## src/verilog/flash_host_defines.vh

```
// Purpose: Constants for the flash bus host controller
// Assumes: 250 MHz system clock, 4 ns period
// Notes:   Timing counts derive from ns figures and the clock period
`ifndef FLASH_HOST_DEFINES_VH
`define FLASH_HOST_DEFINES_VH

// ==========================================================
// Bus geometry
`define ADDR_W          22
`define DATA_W          16
`define SECTOR_MSB      21
`define SECTOR_LSB      15
`define PROT_DIR_BIT    6
`define PROT_KEY_HI_BIT 1
`define PROT_KEY_LO_BIT 0

// ==========================================================
// Timing
`define CLK_PERIOD_NS   4
`define ACCESS_NS       70
`define WE_PULSE_NS     35
`define SETUP_NS        8
`define RESET_PULSE_NS  500
`define ACCESS_CYC      ((`ACCESS_NS + `CLK_PERIOD_NS - 1) / `CLK_PERIOD_NS)
`define WE_PULSE_CYC    ((`WE_PULSE_NS + `CLK_PERIOD_NS - 1) / `CLK_PERIOD_NS)
`define SETUP_CYC       ((`SETUP_NS + `CLK_PERIOD_NS - 1) / `CLK_PERIOD_NS)
`define RESET_PULSE_CYC ((`RESET_PULSE_NS + `CLK_PERIOD_NS - 1) / `CLK_PERIOD_NS)

// ==========================================================
// Operation codes
`define OP_READ         2'h0
`define OP_WRITE        2'h1
`define OP_PROTECT      2'h2
`define OP_RESET        2'h3

`endif

```

## src/verilog/flash_pin_sync.v

```verilog
// Purpose: Two flip-flop synchroniser for the shared data bus inputs
// Assumes: Inputs change asynchronously to i_clk_sys
// Notes:   First stage is read only by the second stage
`timescale 1ns/1ps
module flash_pin_sync
#(
  parameter WIDTH = 16
)
(
  input  wire             i_clk_sys,
  input  wire             i_rstn,
  input  wire [WIDTH-1:0] i_async,
  output reg  [WIDTH-1:0] o_sync
);

  reg [WIDTH-1:0] meta_q;

  always @(posedge i_clk_sys or negedge i_rstn)
  begin
    if (!i_rstn)
    begin
      meta_q <= {WIDTH{1'b0}};
      o_sync <= {WIDTH{1'b0}};
    end
    else
    begin
      meta_q <= i_async;
      o_sync <= meta_q;
    end
  end

endmodule

```

## src/verilog/flash_bus_host.v

```verilog
// Purpose: Host-side controller driving a parallel 16-bit flash bus
// Assumes: Device pins are wired straight to the o_/i_ pin ports
// Notes:   One request at a time; o_busy high while a cycle runs
// What this block does
// - Read: select and output enable low
// - Keep write enable high while reading
// - Protect write: key bits and elevated protect voltage level
// - Data bus direction follows write phase
// - Command: write and select low, output high
`timescale 1ns/1ps
`include "flash_host_defines.vh"
module flash_bus_host
#(
  parameter ADDR_W     = `ADDR_W,
  parameter DATA_W     = `DATA_W,
  parameter ACCESS_CYC = `ACCESS_CYC,
  parameter WE_CYC     = `WE_PULSE_CYC,
  parameter SETUP_CYC  = `SETUP_CYC,
  parameter RESET_CYC  = `RESET_PULSE_CYC
)
(
  input  wire              i_clk_sys,
  input  wire              i_rstn,
  input  wire              i_req,
  input  wire [1:0]        i_op,
  input  wire [ADDR_W-1:0] i_addr,
  input  wire [DATA_W-1:0] i_wdata,
  input  wire              i_protect_dir,
  output reg               o_busy,
  output reg               o_done,
  output reg  [DATA_W-1:0] o_rdata,
  output reg               o_chip_select_n,
  output reg               o_output_enable_n,
  output reg               o_write_enable_n,
  output reg               o_hardware_reset_n,
  output reg               o_protect_voltage_level,
  output reg  [ADDR_W-1:0] o_word_address_in,
  input  wire [DATA_W-1:0] i_data_io,
  output reg  [DATA_W-1:0] o_data_io,
  output reg               o_data_io_oe
);

  // ==========================================================
  // States
  localparam ST_IDLE   = 3'h0;
  localparam ST_SETUP  = 3'h1;
  localparam ST_STROBE = 3'h2;
  localparam ST_HOLD   = 3'h3;
  localparam ST_RESET  = 3'h4;

  // Counter sized for the default reset pulse
  // A longer RESET_CYC needs a wider counter
  localparam CNT_W = 10;

  reg [2:0]       state_q;
  reg [1:0]       op_q;
  reg [CNT_W-1:0] cnt_q;
  wire [DATA_W-1:0] data_sync;

  flash_pin_sync
  #(
    .WIDTH (DATA_W)
  )
  u_sync
  (
    .i_clk_sys (i_clk_sys),
    .i_rstn    (i_rstn),
    .i_async   (i_data_io),
    .o_sync    (data_sync)
  );

  // Sector and key bits forced for protect cycles
  function [ADDR_W-1:0] protect_addr;
    input [ADDR_W-1:0] a;
    input              dir;
    reg   [ADDR_W-1:0] r;
    begin
      r = {ADDR_W{1'b0}};
      r[`SECTOR_MSB:`SECTOR_LSB] = a[`SECTOR_MSB:`SECTOR_LSB];
      r[`PROT_DIR_BIT]    = dir;
      r[`PROT_KEY_HI_BIT] = 1'b1;
      r[`PROT_KEY_LO_BIT] = 1'b0;
      protect_addr = r;
    end
  endfunction

  // ==========================================================
  // Sequencer
  always @(posedge i_clk_sys or negedge i_rstn)
  begin
    if (!i_rstn)
    begin
      state_q                 <= ST_IDLE;
      op_q                    <= `OP_READ;
      cnt_q                   <= {CNT_W{1'b0}};
      o_busy                  <= 1'b0;
      o_done                  <= 1'b0;
      o_rdata                 <= {DATA_W{1'b0}};
      o_chip_select_n         <= 1'b1;
      o_output_enable_n       <= 1'b1;
      o_write_enable_n        <= 1'b1;
      o_hardware_reset_n      <= 1'b1;
      o_protect_voltage_level <= 1'b0;
      o_word_address_in       <= {ADDR_W{1'b0}};
      o_data_io               <= {DATA_W{1'b0}};
      o_data_io_oe            <= 1'b0;
    end
    else
    begin
      o_done <= 1'b0;
      case (state_q)
        ST_IDLE:
        begin
          if (i_req)
          begin
            op_q   <= i_op;
            o_busy <= 1'b1;
            cnt_q  <= SETUP_CYC[CNT_W-1:0];
            if (i_op == `OP_RESET)
            begin
              // Device aborts and returns to array read while low
              o_hardware_reset_n <= 1'b0;
              cnt_q              <= RESET_CYC[CNT_W-1:0];
              state_q            <= ST_RESET;
            end
            else
            begin
              // Address set before any strobe so it is latched on the fall
              o_chip_select_n   <= 1'b0;
              o_word_address_in <= (i_op == `OP_PROTECT) ?
                                   protect_addr(i_addr, i_protect_dir) : i_addr;
              o_protect_voltage_level <= (i_op == `OP_PROTECT);
              o_data_io    <= i_wdata;
              o_data_io_oe <= (i_op != `OP_READ);
              state_q      <= ST_SETUP;
            end
          end
        end
        ST_SETUP:
        begin
          if (cnt_q > 1)
            cnt_q <= cnt_q - 1'b1;
          else
          begin
            if (op_q == `OP_READ)
            begin
              o_output_enable_n <= 1'b0;
              o_write_enable_n  <= 1'b1;
              cnt_q             <= ACCESS_CYC[CNT_W-1:0];
            end
            else
            begin
              o_output_enable_n <= 1'b1;
              o_write_enable_n  <= 1'b0;
              cnt_q             <= WE_CYC[CNT_W-1:0];
            end
            state_q <= ST_STROBE;
          end
        end
        ST_STROBE:
        begin
          // Sync adds two cycles, but the count is ACCESS_CYC alone and does not add the sync cycles
          if (cnt_q > 1)
            cnt_q <= cnt_q - 1'b1;
          else
          begin
            if (op_q == `OP_READ)
              o_rdata <= data_sync;
            o_output_enable_n <= 1'b1;
            // Data still driven across the rising edge: latched there
            o_write_enable_n  <= 1'b1;
            cnt_q             <= SETUP_CYC[CNT_W-1:0];
            state_q           <= ST_HOLD;
          end
        end
        ST_HOLD:
        begin
          // Select and data kept past the strobe edge for device hold time
          if (cnt_q > 1)
            cnt_q <= cnt_q - 1'b1;
          else
          begin
            o_chip_select_n         <= 1'b1;
            o_data_io_oe            <= 1'b0;
            o_protect_voltage_level <= 1'b0;
            o_busy                  <= 1'b0;
            o_done                  <= 1'b1;
            state_q                 <= ST_IDLE;
          end
        end
        ST_RESET:
        begin
          if (cnt_q > 1)
            cnt_q <= cnt_q - 1'b1;
          else
          begin
            o_hardware_reset_n <= 1'b1;
            o_busy             <= 1'b0;
            o_done             <= 1'b1;
            state_q            <= ST_IDLE;
          end
        end
        default:
        begin
          state_q <= ST_IDLE;
        end
      endcase
    end
  end

endmodule

```

## config.mk

```make
export PLATFORM = sky130hd
export DESIGN_NAME = flash_bus_host
export DESIGN_NICKNAME = d
export VERILOG_FILES = /design/src/verilog/flash_pin_sync.v /design/src/verilog/flash_bus_host.v
export VERILOG_INCLUDE_DIRS = /design/src /design/src/verilog
export SDC_FILE = /design/constraint.sdc
export NUM_CORES = 1
export LEC_CHECK = 0
export BUFFER_PORTS_ARGS = -buffer_cell sky130_fd_sc_hd__buf_2
export CAP_MARGIN = 10
export CORE_UTILIZATION = 33
export CTS_BUF_LIST = sky130_fd_sc_hd__clkbuf_8 sky130_fd_sc_hd__clkbuf_16
export CTS_CLUSTER_DIAMETER = 40
export DETAILED_ROUTE_END_ITERATION = 10
export PLACE_DENSITY = 0.66
export SYNTH_ARGS = -nofsm -noshare
export SYNTH_HDL_FRONTEND = slang
export SYNTH_SLANG_ARGS = --single-unit
```

## constraint.sdc

```tcl
create_clock -name i_clk_sys -period 3.35 [get_ports i_clk_sys]
set_input_delay 0.335 -clock i_clk_sys [delete_from_list [all_inputs] [get_ports i_clk_sys]]
set_output_delay 0.335 -clock i_clk_sys [all_outputs]
set_load 0.05 [all_outputs]
```

==> results.py <==
metrics = {
    "sta": {
        "clock_skew_ns": 0.00551,
        "rsz0062_at_grt": "no",
        "setup_violations": 0,
        "fin_crit_ns": 2.54,
        "tightest_slew_ns": 0.970,
        "hold_violations": 0,
        "holdWs_ns": 0.0474,
        "max_slew_margin": 0.351,
        "post-route-period-util": 0.758,
        "maxSlewViolCount": 0,
        "fin_tns_setup_ns": 0,
        "fmax_ghz": 0.394,
    },
    "pwr": {
        "vdd_drop_max_mv": 0.672,
        "power.density_nw_per_um2": 1010,
        "leakage_nw": 2.56,
    },
    "clock_tree": {
        "worstSkewPairLatency_ns": 0.35,
        "htreeDepth": 3,
        "clk_pin_slew_ns": 0.08,
        "cts.sinks": 109,
        "ctsLongestPathBuffers": 2,
        "cts_resized": 0,
        "numCtsBuffers": 9,
        "cts_tree": "built",
        "cts-root-buf": "clkbuf_16",
        "cts_setup_buffers": 0,
        "hold_buffers": 0,
    },
    "worst_setup_path": {
        "cp_max_fo": 16,
        "critPathArrivalTime_ns": 2.77,
        "crit_path_cell_trace": "nor4_4 > and4_1 > nand2b_4 > nor4b_4 > buf_4 > mux2_2",
        "cp_num_buf_inv": 1,
        "endpoint_kind": "flop",
        "r2r_start": "cnt_q[4]",
        "critPathLaunch": "cnt_q[4]",
        "crit_type": "reg -> reg",
        "required_ns": 3.58,
        "cp_top_family": "simple AND/OR/NAND/NOR gates",
        "worst_path_max_delay_cell": "and4_1",
        "start_kind": "flop",
        "critical_path.max_stage_delay_ns": 0.53,
    },
    "global_route": {
        "grt_pass1_vias": 2979,
        "antenna_found_initial": 0,
        "grt_usage": 0.147,
        "grt_max_degree": 110,
        "overflow": 0,
        "grt_pass1_wl_um": 14900,
    },
    "route": {
        "vias_per_cell": 4.76,
        "wl_um": 8950,
        "drc": 0,
        "wl_per_cell_um": 14.8,
        "ant_nets": 0,
        "drt_pass1_iterations": 4,
        "vias": 2885,
        "drtIter0Drc": 201,
    },
    "logic_synthesis": {
        "synth-edff-count": 0,
        "yosysWarningCount": 0,
        "netlist.top_cell.by_area": "dfrtp_1",
        "ys_top_cells_by_area": "dfrtp_1 63%, mux2_2 11%, a22o_1 2.7%, dfstp_2 2.5%, nand2_1 2.0%",
        "synthCells": 312,
        "netlist.area_leader.share": 0.628,
        "synth-async-reset-ratio": 1.00,
        "synth_nets": 374,
        "synth_ff_type": "dfrtp_1",
        "syn_area_sq_um": 4190,
        "avgSynthCellArea_sq_um": 13.4,
        "synth_commonest_cells": "105 x dfrtp_1, 40 x mux2_2, 22 x nand2_1",
        "ys_ff_latch": 109,
        "synth.most_common_cell": "dfrtp_1",
        "synth-seq-area-share": 0.653,
        "synthDistinctLibCells": 50,
    },
    "die": {
        "dieArea_sq_um": 13100,
        "initial_core_util": 0.344,
        "coreArea_sq_um": 12200,
        "std_cell_rows": 40,
        "fp.dieW_um": 115,
        "dieHeight_um": 115,
        "pin_count": 122,
    },
    "layout": {
        "n_antenna_cell": 0,
        "drive_gt1_frac": 0.438,
        "layout.cells.non_filler": 606,
        "layout.nets": 495,
        "syn_to_final_growth_pct": 26.3,
    },
    "placement": {
        "hpwl_um": 6170,
        "place_congestion": 0.823,
        "dp.cells": 590,
        "port_buffers": 121,
    },
    "job": {
        "drv_cap": 0,
    },
    "min_path": {
        "hold_class": "in -> async",
    },
    "run_status": {
        "status": "completed",
    },
}
## worst paths after layout
check,end,slack [ns],cells after the start
setup / recovery,o_rdata[10],0.81,6
hold / removal,o_word_address_in[16],0.05,2
setup reg to reg,o_rdata[10],0.81,6
hold reg to reg,u_sync.o_sync[15],0.35,0
max in group asynchronous,u_sync.o_sync[0],2.88,2
min in group i_clk_sys,u_sync.meta_q[8],0.09,1
## where the power goes
part	total, mW	internal (mW)	switching (mW)
clock	1.08	0.591	0.492
sequential	2.00	1.71	0.290
combinational	2.25	0.661	1.59
total	5.33	2.96	2.37
## metrics by stage
stage	instance area (sq um)	total power, mW	setup slack [ns]	util
2_1_floorplan	4190	3.71	0.975	-
3_3_place_gp	4980	4.22	0.930	0.409
3_5_place_dp	4980	4.27	0.850	0.409
4_1_cts	5290	5.38	0.831	0.435
5_1_grt	5290	5.62	0.665	0.435
6_report	5290	5.33	0.812	0.435
## registers in the layout (all words and copies together) (netlist names)
name	cells
u_sync.o_sync	16
o_write_enable_n	1
o_done	1
o_chip_select_n	1
o_busy	1
u_sync.meta_q	16
cnt_q	10
o_hardware_reset_n	1
o_protect_voltage_level	1
o_word_address_in	22
op_q	2
o_data_io	16
o_data_io_oe	1
o_rdata	16
o_output_enable_n	1
state_q	3
## cells in the final DEF (no fill, tap or decap), drive strengths merged, types with 4 or more instances in the layout
cell type / instances
dfrtp: 105
nand2: 22
nor4: 6
mux2: 40
clkbuf: 9
nor3: 6
a21oi: 12
o21ai: 11
inv: 9
nor2: 18
buf: 125
a22o: 13
nand4: 4
dfstp: 4
## cells by family (layout without fill, tap and decap cells)
group                      count (synthesis)  count (layout)  synth area share
DFF                                      109             109             0.653
and+or+nand+nor                           73              73            0.0954
AOI/OAI and AO/OA                         62              62             0.106
muxes                                     41              41             0.110
buffers and inverters                     22             148            0.0227
adders and majority gates                  3               3           0.00837
xor gates and xnor gates                   2               2           0.00419
## metal layers
metal,up-vias,routed length [um],GRT usage,share of wire
met4,0,121,0.0563,0.014
met5,-,0,0,0
met3,9,702,0.0529,0.078
met1,1397,4010,0.191,0.45
li1,1366,-,-,-
met2,113,4120,0.224,0.46
## layout make-up
| class | count | area, sq um |
|---|---|---|
| Clock buffer | 9 | 225 |
| Clock inverter | 7 | 85.1 |
| Fill cell | 1134 | 6870 |
| Inverter | 7 | 26.3 |
| Multi-Input combinational cell | 181 | 1360 |
| Sequential cell | 109 | 2730 |
| Tap cell | 168 | 210 |
| Timing Repair Buffer | 125 | 651 |
No activity file was read; power rests on OpenSTA's default activity.
